`config.mk`:
```
export PLATFORM = sky130hd
export DESIGN_NAME = pced_top
export DESIGN_NICKNAME = d
export VERILOG_FILES = /design/src/rtl/pced_pkg.sv /design/src/rtl/pced_sync.sv /design/src/rtl/pced_edge.sv /design/src/rtl/pced_top.sv
export SDC_FILE = /design/constraint.sdc
export NUM_CORES = 1
export LEC_CHECK = 0
export BUFFER_PORTS_ARGS = -buffer_cell sky130_fd_sc_hd__buf_2
export CAP_MARGIN = 20
export CORE_MARGIN = 2
export CORE_UTILIZATION = 50
export CTS_CLUSTER_DIAMETER = 120
export DETAILED_ROUTE_END_ITERATION = 10
export PLACE_DENSITY = 0.87
export SLEW_MARGIN = 20
export SYNTH_ARGS = -nofsm -noshare
export SYNTH_HDL_FRONTEND = slang
export SYNTH_SLANG_ARGS = --single-unit
```
`constraint.sdc`:
```
create_clock -name ref_clk -period 2.5 [get_ports ref_clk]
set_clock_uncertainty 0.15 [all_clocks]
set_input_delay 0.375 -clock ref_clk [delete_from_list [all_inputs] [get_ports ref_clk]]
set_output_delay 0.375 -clock ref_clk [all_outputs]
set_load 0.1 [all_outputs]
```
`src/rtl/pced_pkg.sv`:
```
// Shared constants, types and helper functions of the pin change detector.
package pced_pkg;

	// ----------------------------------------------------------------
	// Sizes and register map
	// ----------------------------------------------------------------
	localparam int PCED_PINS = 8;
	localparam int PCED_AW = 8;
	localparam logic [PCED_AW-1:0] OFF_RISE_EN = 8'h00;
	localparam logic [PCED_AW-1:0] OFF_FALL_EN = 8'h04;
	localparam logic [PCED_AW-1:0] OFF_FLAGS = 8'h08;
	localparam logic [PCED_AW-1:0] OFF_CTRL = 8'h0C;
	localparam logic [PCED_AW-1:0] OFF_IRQ_STAT = 8'h10;
	localparam logic [PCED_AW-1:0] OFF_IRQ_CLR = 8'h14;
	localparam logic [PCED_AW-1:0] OFF_IRQ_EN = 8'h18;

	// ----------------------------------------------------------------
	// Field positions, reset values and responses
	// ----------------------------------------------------------------
	localparam int CTRL_MASTER_BIT = 0;
	localparam int CTRL_SUMMARY_BIT = 1;
	localparam int IRQ_CHANGE_BIT = 0;
	localparam int IRQ_WAKE_BIT = 1;
	localparam int IRQ_W = 2;
	localparam logic [7:0] REG_RESET = 8'h00;
	localparam logic [IRQ_W-1:0] IRQ_RESET = 2'h0;
	localparam logic [23:0] RD_PAD = 24'h000000;
	localparam logic [29:0] CTRL_PAD = 30'h00000000;
	localparam logic [31:0] RD_ZERO = 32'h00000000;
	localparam logic [PCED_AW-1:0] ADDR_RESET = 8'h00;
	localparam logic [3:0] STRB_RESET = 4'h0;
	localparam logic [1:0] RESP_OKAY = 2'h0;
	localparam logic [1:0] RESP_SLVERR = 2'h2;

	// ----------------------------------------------------------------
	// Types
	// ----------------------------------------------------------------
	typedef logic [PCED_PINS-1:0] pced_pins_t;

	typedef struct packed {
		pced_pins_t riseEn;
		pced_pins_t fallEn;
	} pced_cfg_s;

	typedef struct packed {
		pced_pins_t rise;
		pced_pins_t fall;
	} pced_edges_s;

	// ----------------------------------------------------------------
	// Functions
	// ----------------------------------------------------------------
	// True when a byte address selects the word at the given offset.
	function automatic logic regHit(input logic [PCED_AW-1:0] a,
			input logic [PCED_AW-1:0] off);
		regHit = (a[PCED_AW-1:2] == off[PCED_AW-1:2]);
	endfunction

	// Next value of a sticky register: a write replaces, a set wins.
	function automatic pced_pins_t stickyNext(input pced_pins_t cur,
			input logic wr, input pced_pins_t val, input pced_pins_t set);
		stickyNext = (wr ? val : cur) | set;
	endfunction

endpackage

```
`src/rtl/pced_sync.sv`:
```
// Two-stage synchroniser for the eight port pins.
`timescale 1ns/100ps
`default_nettype none
module pced_sync import pced_pkg::*; (
	input wire logic ref_clk, // System clock.
	input wire logic reset_n, // Asynchronous reset, active low.
	input wire pced_pins_t pinAsync, // Raw port pins.
	output wire pced_pins_t pinSync // Pins on the clock domain.
);
	pced_pins_t meta_q;
	pced_pins_t stable_q;

	// The first stage feeds only the second stage.
	always_ff @(posedge ref_clk or negedge reset_n) begin
		if (!reset_n) begin
			meta_q <= REG_RESET;
			stable_q <= REG_RESET;
		end else begin
			meta_q <= pinAsync;
			stable_q <= meta_q;
		end
	end

	assign pinSync = stable_q;
endmodule
`default_nettype wire

```
`src/rtl/pced_edge.sv`:
```
// Per-pin rising and falling edge detectors with their enables.
`timescale 1ns/100ps
`default_nettype none
module pced_edge import pced_pkg::*; (
	input wire logic ref_clk, // System clock.
	input wire logic reset_n, // Asynchronous reset, active low.
	input wire pced_pins_t pinSync, // Synchronised pins.
	input wire pced_cfg_s cfg, // Edge enables.
	output wire pced_edges_s edges, // Enabled edges this cycle.
	output wire logic primed // Previous sample is valid.
);
	pced_pins_t prev_q;
	logic primed_q;

	// Keeps the last sample; the first one after reset only primes it.
	always_ff @(posedge ref_clk or negedge reset_n) begin
		if (!reset_n) begin
			prev_q <= REG_RESET;
			primed_q <= 1'b0;
		end else begin
			prev_q <= pinSync;
			primed_q <= 1'b1;
		end
	end

	// Two consecutive samples are compared, each direction gated.
	assign edges.rise = primed_q ? (pinSync & ~prev_q & cfg.riseEn) :
		REG_RESET;
	assign edges.fall = primed_q ? (~pinSync & prev_q & cfg.fallEn) :
		REG_RESET;
	assign primed = primed_q;
endmodule
`default_nettype wire

```
`src/rtl/pced_top.sv`:
```
// Pin change edge detector with its AXI4-Lite register slave.
//
// Notes on behaviour
// - Per-pin rising detector, armed by its enable.
// - Per-pin falling detector, armed by its enable.
// - Both enables set detect either direction.
// - Enabled edge sets pin flag until cleared.
// - Flags still set while master enable off.
// - Summary is OR of flags; gates request.
// - Writing zero clears a flag.
// - Edge during flag write keeps flag set.
// - Enabled edge wakes device when master set.
// - Flags updated in the same cycle wake is signalled.
// - Enables and flags reset to zero.
`timescale 1ns/100ps
`default_nettype none
module pced_top import pced_pkg::*; (
	input wire logic ref_clk, // System clock, 100 MHz.
	input wire logic reset_n, // Asynchronous reset, active low.
	input wire pced_pins_t portPin, // Port pins from outside.
	input wire logic sleepMode, // Core is asleep.
	input wire logic [PCED_AW-1:0] s_axi_awaddr, // Write address.
	input wire logic s_axi_awvalid, // Write address valid.
	output wire logic s_axi_awready, // Write address ready.
	input wire logic [31:0] s_axi_wdata, // Write data.
	input wire logic [3:0] s_axi_wstrb, // Write byte strobes.
	input wire logic s_axi_wvalid, // Write data valid.
	output wire logic s_axi_wready, // Write data ready.
	output wire logic [1:0] s_axi_bresp, // Write response.
	output wire logic s_axi_bvalid, // Write response valid.
	input wire logic s_axi_bready, // Write response ready.
	input wire logic [PCED_AW-1:0] s_axi_araddr, // Read address.
	input wire logic s_axi_arvalid, // Read address valid.
	output wire logic s_axi_arready, // Read address ready.
	output wire logic [31:0] s_axi_rdata, // Read data.
	output wire logic [1:0] s_axi_rresp, // Read response.
	output wire logic s_axi_rvalid, // Read data valid.
	input wire logic s_axi_rready, // Read data ready.
	output wire logic changeIrq, // Change request to the core.
	output wire logic summaryFlag, // OR of all pin flags.
	output wire logic wakeReq, // Wake pulse out of sleep.
	output wire logic irq // Status interrupt line.
);

	// ----------------------------------------------------------------
	// Declarations
	// ----------------------------------------------------------------
	pced_pins_t pinSync;
	pced_edges_s edges;
	pced_cfg_s cfg;
	logic primed;
	pced_pins_t edgeHit;
	pced_pins_t riseEn_q, fallEn_q, flags_q, flags_d;
	logic masterEn_q, masterEn_d;
	logic [IRQ_W-1:0] irqStat_q, irqStat_d, irqEn_q, irqEvents;
	logic changeIrq_q, summary_q, wakeReq_q, irq_q;
	logic awReady_q, awReady_d, wReady_q, wReady_d;
	logic awHeld_q, awHeld_d, wHeld_q, wHeld_d;
	logic [PCED_AW-1:0] awAddr_q;
	logic [31:0] wData_q;
	logic [3:0] wStrb_q;
	logic bValid_q, bValid_d, arReady_q, arReady_d, rValid_q, rValid_d;
	logic [1:0] bResp_q, rResp_q;
	logic [31:0] rData_q, rdWord;
	logic awTake, wTake, arTake, doWrite, wrLane, wrMapped, rdMapped;
	logic wrRise, wrFall, wrFlags, wrCtrl, wrIrqClr, wrIrqEn;
	pced_pins_t wrByte;

	// ----------------------------------------------------------------
	// Pin path
	// ----------------------------------------------------------------
	// Pins pass two flops before the detectors compare samples.
	pced_sync u_sync (
		.ref_clk(ref_clk),
		.reset_n(reset_n),
		.pinAsync(portPin),
		.pinSync(pinSync)
	);

	assign cfg.riseEn = riseEn_q;
	assign cfg.fallEn = fallEn_q;

	pced_edge u_edge (
		.ref_clk(ref_clk),
		.reset_n(reset_n),
		.pinSync(pinSync),
		.cfg(cfg),
		.edges(edges),
		.primed(primed)
	);

	// Any enabled direction counts as a detected change.
	assign edgeHit = edges.rise | edges.fall;

	// ----------------------------------------------------------------
	// AXI4-Lite handshakes
	// ----------------------------------------------------------------
	// Address and data are taken in either order and held until used.
	assign awTake = s_axi_awvalid & awReady_q;
	assign wTake = s_axi_wvalid & wReady_q;
	assign arTake = s_axi_arvalid & arReady_q;
	assign doWrite = awHeld_q & wHeld_q & ~bValid_q;
	assign awHeld_d = awTake | (awHeld_q & ~doWrite);
	assign wHeld_d = wTake | (wHeld_q & ~doWrite);
	assign bValid_d = doWrite | (bValid_q & ~s_axi_bready);
	assign awReady_d = ~awHeld_d & ~bValid_d;
	assign wReady_d = ~wHeld_d & ~bValid_d;
	assign rValid_d = arTake | (rValid_q & ~s_axi_rready);
	assign arReady_d = ~rValid_d;

	// Write decode; registers live in byte lane zero.
	assign wrLane = doWrite & wStrb_q[0];
	assign wrByte = wData_q[PCED_PINS-1:0];
	assign wrRise = wrLane & regHit(awAddr_q, OFF_RISE_EN);
	assign wrFall = wrLane & regHit(awAddr_q, OFF_FALL_EN);
	assign wrFlags = wrLane & regHit(awAddr_q, OFF_FLAGS);
	assign wrCtrl = wrLane & regHit(awAddr_q, OFF_CTRL);
	assign wrIrqClr = wrLane & regHit(awAddr_q, OFF_IRQ_CLR);
	assign wrIrqEn = wrLane & regHit(awAddr_q, OFF_IRQ_EN);
	assign wrMapped = regHit(awAddr_q, OFF_RISE_EN) |
		regHit(awAddr_q, OFF_FALL_EN) | regHit(awAddr_q, OFF_FLAGS) |
		regHit(awAddr_q, OFF_CTRL) | regHit(awAddr_q, OFF_IRQ_STAT) |
		regHit(awAddr_q, OFF_IRQ_CLR) | regHit(awAddr_q, OFF_IRQ_EN);

	// Read selection; the clear register reads as zero.
	assign rdWord = regHit(s_axi_araddr, OFF_RISE_EN) ? {RD_PAD, riseEn_q} :
		regHit(s_axi_araddr, OFF_FALL_EN) ? {RD_PAD, fallEn_q} :
		regHit(s_axi_araddr, OFF_FLAGS) ? {RD_PAD, flags_q} :
		regHit(s_axi_araddr, OFF_CTRL) ? {CTRL_PAD, summary_q, masterEn_q} :
		regHit(s_axi_araddr, OFF_IRQ_STAT) ? {RD_ZERO[31:IRQ_W], irqStat_q} :
		regHit(s_axi_araddr, OFF_IRQ_EN) ? {RD_ZERO[31:IRQ_W], irqEn_q} :
		RD_ZERO;
	assign rdMapped = regHit(s_axi_araddr, OFF_RISE_EN) |
		regHit(s_axi_araddr, OFF_FALL_EN) | regHit(s_axi_araddr, OFF_FLAGS) |
		regHit(s_axi_araddr, OFF_CTRL) | regHit(s_axi_araddr, OFF_IRQ_STAT) |
		regHit(s_axi_araddr, OFF_IRQ_CLR) | regHit(s_axi_araddr, OFF_IRQ_EN);

	// Bus channel state.
	always_ff @(posedge ref_clk or negedge reset_n) begin
		if (!reset_n) begin
			awReady_q <= 1'b0;
			wReady_q <= 1'b0;
			awHeld_q <= 1'b0;
			wHeld_q <= 1'b0;
			bValid_q <= 1'b0;
			arReady_q <= 1'b0;
			rValid_q <= 1'b0;
		end else begin
			awReady_q <= awReady_d;
			wReady_q <= wReady_d;
			awHeld_q <= awHeld_d;
			wHeld_q <= wHeld_d;
			bValid_q <= bValid_d;
			arReady_q <= arReady_d;
			rValid_q <= rValid_d;
		end
	end

	// Bus payload registers.
	always_ff @(posedge ref_clk or negedge reset_n) begin
		if (!reset_n) begin
			awAddr_q <= ADDR_RESET;
			wData_q <= RD_ZERO;
			wStrb_q <= STRB_RESET;
			bResp_q <= RESP_OKAY;
			rData_q <= RD_ZERO;
			rResp_q <= RESP_OKAY;
		end else begin
			if (awTake) begin
				awAddr_q <= s_axi_awaddr;
			end
			if (wTake) begin
				wData_q <= s_axi_wdata;
				wStrb_q <= s_axi_wstrb;
			end
			if (doWrite) begin
				bResp_q <= wrMapped ? RESP_OKAY : RESP_SLVERR;
			end
			if (arTake) begin
				rData_q <= rdWord;
				rResp_q <= rdMapped ? RESP_OKAY : RESP_SLVERR;
			end
		end
	end

	// ----------------------------------------------------------------
	// Change detection registers
	// ----------------------------------------------------------------
	// A write replaces the flags, but a new edge always wins.
	assign flags_d = stickyNext(flags_q, wrFlags, wrByte, edgeHit);
	assign masterEn_d = wrCtrl ? wrByte[CTRL_MASTER_BIT] : masterEn_q;

	// Events: an enabled change while the master is on, and a wake.
	assign irqEvents[IRQ_CHANGE_BIT] = masterEn_q & (|edgeHit);
	assign irqEvents[IRQ_WAKE_BIT] = sleepMode & masterEn_q & (|edgeHit);
	assign irqStat_d = (wrIrqClr ? (irqStat_q & ~wrByte[IRQ_W-1:0]) :
		irqStat_q) | irqEvents;

	// Enables, flags and master switch; all clear on reset.
	always_ff @(posedge ref_clk or negedge reset_n) begin
		if (!reset_n) begin
			riseEn_q <= REG_RESET;
			fallEn_q <= REG_RESET;
			flags_q <= REG_RESET;
			masterEn_q <= 1'b0;
		end else begin
			if (wrRise) begin
				riseEn_q <= wrByte;
			end
			if (wrFall) begin
				fallEn_q <= wrByte;
			end
			flags_q <= flags_d;
			masterEn_q <= masterEn_d;
		end
	end

	// Request lines follow the next flag value so they never lag it.
	always_ff @(posedge ref_clk or negedge reset_n) begin
		if (!reset_n) begin
			summary_q <= 1'b0;
			changeIrq_q <= 1'b0;
			wakeReq_q <= 1'b0;
			irqStat_q <= IRQ_RESET;
			irqEn_q <= IRQ_RESET;
			irq_q <= 1'b0;
		end else begin
			summary_q <= |flags_d;
			changeIrq_q <= (|flags_d) & masterEn_d;
			wakeReq_q <= irqEvents[IRQ_WAKE_BIT];
			irqStat_q <= irqStat_d;
			if (wrIrqEn) begin
				irqEn_q <= wrByte[IRQ_W-1:0];
			end
			irq_q <= |(irqStat_q & irqEn_q);
		end
	end

	// ----------------------------------------------------------------
	// Outputs
	// ----------------------------------------------------------------
	assign s_axi_awready = awReady_q;
	assign s_axi_wready = wReady_q;
	assign s_axi_bresp = bResp_q;
	assign s_axi_bvalid = bValid_q;
	assign s_axi_arready = arReady_q;
	assign s_axi_rdata = rData_q;
	assign s_axi_rresp = rResp_q;
	assign s_axi_rvalid = rValid_q;
	assign changeIrq = changeIrq_q;
	assign summaryFlag = summary_q;
	assign wakeReq = wakeReq_q;
	assign irq = irq_q;
endmodule
`default_nettype wire

```
==> flow_summary_export.csv, run 1 <==
group,metric,value,unit
run_status,status,"completed",
clocking,cts_buffers,9,
clocking,htree_levels,3,
sta,worstMarginPinSlew,0.5099,ns
synth,synth_edf_count,0,
route,drtPass1Iterations,4,
floorplan,die_h,90.88,µm
job,maxCapViolations,0,
sta,hold_viol_final,0,
sta,fmax,442.3,MHz
critical_path,required,2.58,ns
synth,netlist_area,3774,µm²
global_route,globalRoute.totalOverflow,0,
route,drc,0,
global_route,gr-usage-all-layers,17.74,%
synth,synth.distinct_cells,41,
placed_design,io_buffers,55,
critical_path,worstPathArrival,2.34,ns
synth,synthCells,296,
floorplan,core_area,7292,µm²
power,p_leak,0.002261,µW
sta,rsz0062_at_grt,"no",
worst_hold_path,hp-class,"in2reg",
clocking,cts-resized-gates,0,
critical_path,crit_type,"reg2reg",
route,drt-vias-per-instance,5.204,
clocking,cts-root-buf,"clkbuf_8",
floorplan,initial_core_util,51.75,%
synth,ys_warn_count,0,
critical_path,endpoint_kind,"register",
route,drtAntennaViolNets,0,
sta,report.final.slew_viol_count,0,
floorplan,fp-row-count,31,
clocking,cts_sinks,90,
power,power_density,1035,nW/µm²
cells_and_area,synthToLayoutAreaGrowth,15.38,%
clocking,cts_tree,"built",
global_route,antenna_found_initial,0,
synth,ys.flop_type,"dfrtp_1",
power,netSwitchingPower,1740,µW
placed_design,post_dp_cell_area,4066,µm²
synth,yosysSeqAreaShare,59.68,%
route,vias,2446,
global_route,grt_pass1_wl,11510,µm
floorplan,ioPinCount,113,
sta,tns,0,ns
power,p_clk_share,22.0,%
power,p_comb_share,29.8,%
sta,fin_crit,2.261,ns
route,drtIter0Drc,172,
cells_and_area,postLayoutCellArea,4354,µm²
power,internal_power,2767,µW
synth,async_reset_ff_share,100.0,%
sta,finalSetupViolations,0,
clocking,clock_latency,0.35,ns
clocking,clkTransAtPathRegs,0.08,ns
global_route,grt_pass1_vias,2415,
placed_design,gp_congestion,0.8016,
cells_and_area,final_util,59.71,%
placed_design,pre_cts_ws,0.2729,ns
critical_path,crit_fanout,10,
sta,finalCritPeriodShare,90.44,%
cells_and_area,nets,434,
synth,synth_area_per_cell,12.75,µm²
sta,timing.final.ws_setup,0.2389,ns
cells_and_area,num_antenna_cells,0,
route,post_drt_wl_per_cell,14.67,µm
power,p_seq_share,48.2,%
floorplan,die_area,8258,µm²
global_route,grt_max_degree,91,
power,ir_drop,0.0004290,V
cells_and_area,fill_cells,577,
cells_and_area,drive_above_1_share,23.99,%
route,routed_wl,6894,µm
synth,ys_ff_latch,90,
critical_path,startpoint_type,"register",
floorplan,die_w,90.88,µm
clocking,clock_path_buffers,2,
sta,relSlewSlack,66.01,%
power,swShare,38.60,%
placed_design,hpwl,4910,µm
==> metrics by stage <==
step / hold WS, ns / std cells / power, µW
after floorplan: -0.07059 / 321 / 3215
after detailed placement: 0.1847 / 445 / 3527
after global routing: 0.06685 / 470 / 4742
after global placement: 0.1837 / 445 / 3453
after CTS: 0.04782 / 470 / 4516
final: 0.05634 / 470 / 4507
==> repair_timing <==
action,4_1_cts,5_1_grt
hold endpoints to repair,98,0
setup buffers,0,0
endpoints found under the setup margin,0,0
hold buffers,9,0
==> layer usage <==
layer | vias up | part of all wire [%] | track usage [%]
met2 | 95 | 45 | 26.68
met5 | - | 0 | 0
met3 | 13 | 6.1 | 4.925
li1 | 1151 | - | -
met4 | 0 | 2.1 | 8.207
met1 | 1187 | 47 | 24.09
==> synthesized netlist by cell type (all sizes together) (3+ instances only) <==
cell type  instances  area (µm²)
nor4               3       18.77
nand4b             9       78.83
a21oi              4       20.02
o21ai             15       75.07
nand3b             3       22.52
nor3               3       20.02
dfrtp             90        2252
inv                4       15.01
mux2              34       382.9
nor2b              3       18.77
nor2               8       30.03
buf               29       215.2
a22o              10       87.58
mux2i             17       170.2
or3                3       18.77
nand2             25       93.84
nand3              8       40.04
and3b              6       52.55
==> sequential cells by signal, indices dropped and copies added, names as in the netlist, 2 cells and up <==
signal,cells
fallEn_q,8
flags_q,8
riseEn_q,8
s_axi_rdata,8
u_edge.prev_q,8
u_sync.meta_q,8
u_sync.pinSync,8
wData_q,8
awAddr_q,6
irqEn_q,2
irqStat_q,2
==> cell type report <==
| class | count | area (µm²) | area share (%) |
|---|---|---|---|
| Clock buffer | 14 | 162.7 | 3.736 |
| Clock inverter | 2 | 35.03 | 0.8046 |
| Inverter | 4 | 15.01 | 0.3448 |
| Multi-Input combinational cell | 196 | 1378 | 31.64 |
| Sequential cell | 90 | 2252 | 51.72 |
| Tap cell | 99 | 123.9 | 2.845 |
| Timing Repair Buffer | 65 | 387.9 | 8.908 |
==> critical path: stages, from the launching register on <==
cell      delay [ns]
dfrtp_1         0.38
or3_1           0.44
or4_1           0.70
nor2_1          0.24
a31o_1          0.15
a21boi_1        0.09
==> kinds of logic after synthesis <==
family          Yosys count  synth area share (%)
compound gates           40                 7.261
buf+inv                  35                 6.300
flops                    90                 59.68
mux                      51                 14.65
other cells               2                0.1990
simple gates             78                 11.90
==> power groups by stage <==
stage               Clock, µW  Combinational, µW  Sequential [µW]
finish                    992               1340             2170
global route             1070               1450             2230
CTS                      1000               1350             2160
detailed placement          0               1330             2190
global placement            0               1290             2160
floorplan                   0                754             2460
==> cell usage in the layout (no fill, tap or decap), types with 2 or more instances in the layout <==
master	synthesis	routed
nand3_1	8	8
mux2i_1	17	17
nand3b_1	3	3
nor2b_1	3	3
nor3_1	2	2
a22o_1	10	10
buf_2	1	54
a21o_1	2	2
mux2_2	16	16
o221ai_1	2	2
o21ai_0	5	5
clkbuf_8	0	11
nor4_1	3	3
a21oi_1	4	4
nand2_1	25	25
clkbuf_1	2	3
o21ai_1	10	10
inv_1	4	4
dfrtp_1	90	90
nor2_1	8	8
conb_1	2	27
or3_1	3	3
nand4b_1	9	9
a31oi_1	2	2
and3b_1	6	6
dlygate4sd3_1	0	9
mux2_1	18	18
==> final timing paths <==
check	startpoint	to	cells past startpoint	slack, ns
setup / recovery	awAddr_q[5]	changeIrq	5	0.24
hold / removal	s_axi_rready	s_axi_rvalid	2	0.06
setup reg to reg	awAddr_q[5]	changeIrq	5	0.24
hold reg to reg	u_sync.meta_q[0]	u_sync.pinSync[0]	0	0.20
max in group asynchronous	reset_n	awAddr_q[3]	3	1.41
min in group asynchronous	reset_n	wData_q[2]	3	0.45
No activity file was read; power rests on OpenSTA's default activity.
==> run 2: changes to the inputs <==
--- a/config.mk
+++ b/config.mk
@@ -11,7 +11,7 @@
 export CORE_UTILIZATION = 50
 export CTS_CLUSTER_DIAMETER = 120
 export DETAILED_ROUTE_END_ITERATION = 10
-export PLACE_DENSITY = 0.87
+export PLACE_DENSITY_LB_ADDON = 0.1
 export SLEW_MARGIN = 20
 export SYNTH_ARGS = -nofsm -noshare
 export SYNTH_HDL_FRONTEND = slang
==> run 2 against run 1 <==
Compared with the run above: sequential share of layout area down 0.62 points; critical path depth unchanged; combinational power about the same; first-iteration DRC count down 79%; global-route usage about the same; worst setup slack better by 0.023 ns; cell count unchanged; clock power up 22%; die area unchanged; maximum frequency up 1.0%; critical path type unchanged; largest power group unchanged.
==> flow_summary_export.csv, run 2 (synthesized netlist as in run 1, its figures left out) <==
group,metric,value,unit
global_route,grt_max_degree,74,
sta,relSlewSlack,64.61,%
clocking,clock_path_buffers,2,
sta,report.final.slew_viol_count,0,
clocking,clock_latency,0.36,ns
clocking,clkTransAtPathRegs,0.10,ns
worst_hold_path,hp-class,"in2reg",
placed_design,pre_cts_ws,0.2998,ns
floorplan,initial_core_util,51.75,%
critical_path,startpoint_type,"register",
route,post_drt_wl_per_cell,14.67,µm
global_route,gr-usage-all-layers,17.77,%
route,drtPass1Iterations,4,
route,drtAntennaViolNets,0,
route,drc,0,
job,maxCapViolations,0,
sta,tns,0,ns
global_route,antenna_found_initial,0,
placed_design,io_buffers,55,
power,swShare,37.91,%
sta,fin_crit,2.238,ns
power,p_comb_share,28.4,%
route,drtIter0Drc,36,
critical_path,crit_type,"reg2reg",
placed_design,hpwl,4880,µm
clocking,cts-resized-gates,0,
sta,worstMarginPinSlew,0.5292,ns
route,routed_wl,6896,µm
critical_path,endpoint_kind,"register",
floorplan,die_area,8258,µm²
cells_and_area,seqCellArea,2252,µm²
power,power_density,1068,nW/µm²
sta,fmax,446.8,MHz
power,internal_power,2923,µW
sta,rsz0062_at_grt,"no",
global_route,globalRoute.totalOverflow,0,
cells_and_area,multiInputGateArea,1378,µm²
floorplan,ioPinCount,113,
cells_and_area,postLayoutCellArea,4407,µm²
cells_and_area,nets,434,
cells_and_area,final_common_cell,"dfrtp_1",
power,p_clk_share,25.6,%
placed_design,gp_congestion,0.8144,
critical_path,crit_slowest_cell,"or4_1",
route,drt-vias-per-instance,5.072,
power,netSwitchingPower,1785,µW
clocking,cts-root-buf,"clkbuf_8",
run_status,status,"completed",
clocking,cts_hold_buf,9,
cells_and_area,synthToLayoutAreaGrowth,16.78,%
global_route,grt_pass1_vias,2328,
clocking,cts_tree,"built",
critical_path,worstPathArrival,2.32,ns
sta,finalSetupViolations,0,
cells_and_area,mostFrequentLayoutCells,"dfrtp_1 (90), buf_2 (54), conb_1 (27)",
floorplan,die_w,90.88,µm
sta,finalCritPeriodShare,89.53,%
critical_path,required,2.58,ns
clocking,cts_sinks,90,
cells_and_area,drive_above_1_share,24.80,%
placed_design,post_dp_cell_area,4066,µm²
cells_and_area,fill_cells,636,
critical_path,crit_fanout,10,
cells_and_area,num_antenna_cells,0,
power,p_seq_share,46.0,%
floorplan,die_h,90.88,µm
sta,hold_viol_final,0,
power,ir_drop,0.0006730,V
critical_path,critical_path.max_stage_delay,0.70,ns
clocking,cts_setup_buffers,0,
clocking,cts_buffers,9,
power,p_leak,0.002281,µW
critical_path,crit_path_cell_trace,"or3_1, or4_1, nor2_1, a31o_1, a21boi_1",
floorplan,core_area,7292,µm²
clocking,htree_levels,3,
sta,timing.final.ws_setup,0.2617,ns
route,vias,2384,
global_route,grt_pass1_wl,11430,µm
floorplan,fp-row-count,31,
cells_and_area,final_util,60.43,%
[run 2: changes by cell type in the layout (fill, tap and decap cells not counted)]
cell / previous run / this run
clkinvlp_4: 0 / 1
clkbuf_1: 3 / 0
clkbuf_8: 11 / 9
inv_8: 0 / 1
clkinv_4: 0 / 2
clkinv_2: 1 / 0
bufinv_16: 1 / 3
[run 2: stage by stage]
stage	cells	hold slack, ns	total power, µW
floorplan	321	-0.07059	3215
global placement	445	0.1075	3486
detailed placement	445	0.1057	3531
CTS	470	0.04533	4747
global route	470	0.05847	4960
finish	470	0.05412	4708
[run 2: worst paths after layout]
kind | startpoint | to | slack (ns) | cells past startpoint
setup / recovery | awAddr_q[5] | changeIrq | 0.26 | 5
hold / removal | s_axi_rready | s_axi_rvalid | 0.05 | 2
setup reg to reg | awAddr_q[5] | changeIrq | 0.26 | 5
hold reg to reg | u_sync.meta_q[1] | u_sync.pinSync[1] | 0.20 | 0
max in group asynchronous | reset_n | awAddr_q[4] | 1.29 | 3
min in group asynchronous | reset_n | u_edge.prev_q[5] | 0.27 | 2
[run 2: layout make-up]
class                   instances  area share, %
repair buffers                 65          8.802
flip-flops and latches         90          51.11
clock inverters                 7          2.868
inverters                       4         0.3407
well taps                      99          2.811
multi-input cells             196          31.26
clock buffers                   9          2.811
[run 2: routing by layer]
| metal | vias to the layer above | part of all wire, % | GRT usage [%] |
|---|---|---|---|
| met2 | 79 | 44 | 26.80 |
| li1 | 1157 | - | - |
| met1 | 1136 | 48 | 24.93 |
| met3 | 12 | 5.5 | 3.422 |
| met5 | - | 0 | 0 |
| met4 | 0 | 2.1 | 8.460 |
[run 2: critical path: cells and delay by family, from the launching register on]
| kind | cells | cell delay [ns] |
|---|---|---|
| and+or+nand+nor | 3 | 1.35 |
| DFF | 1 | 0.39 |
| AOI/OAI and AO/OA | 2 | 0.22 |
[run 2: power groups by stage]
stage	combinational [µW]	clock [µW]	sequential, µW
detailed placement	1340	0	2200
finish	1340	1210	2170
floorplan	754	0	2460
global route	1440	1290	2230
global placement	1310	0	2180
CTS	1350	1230	2170
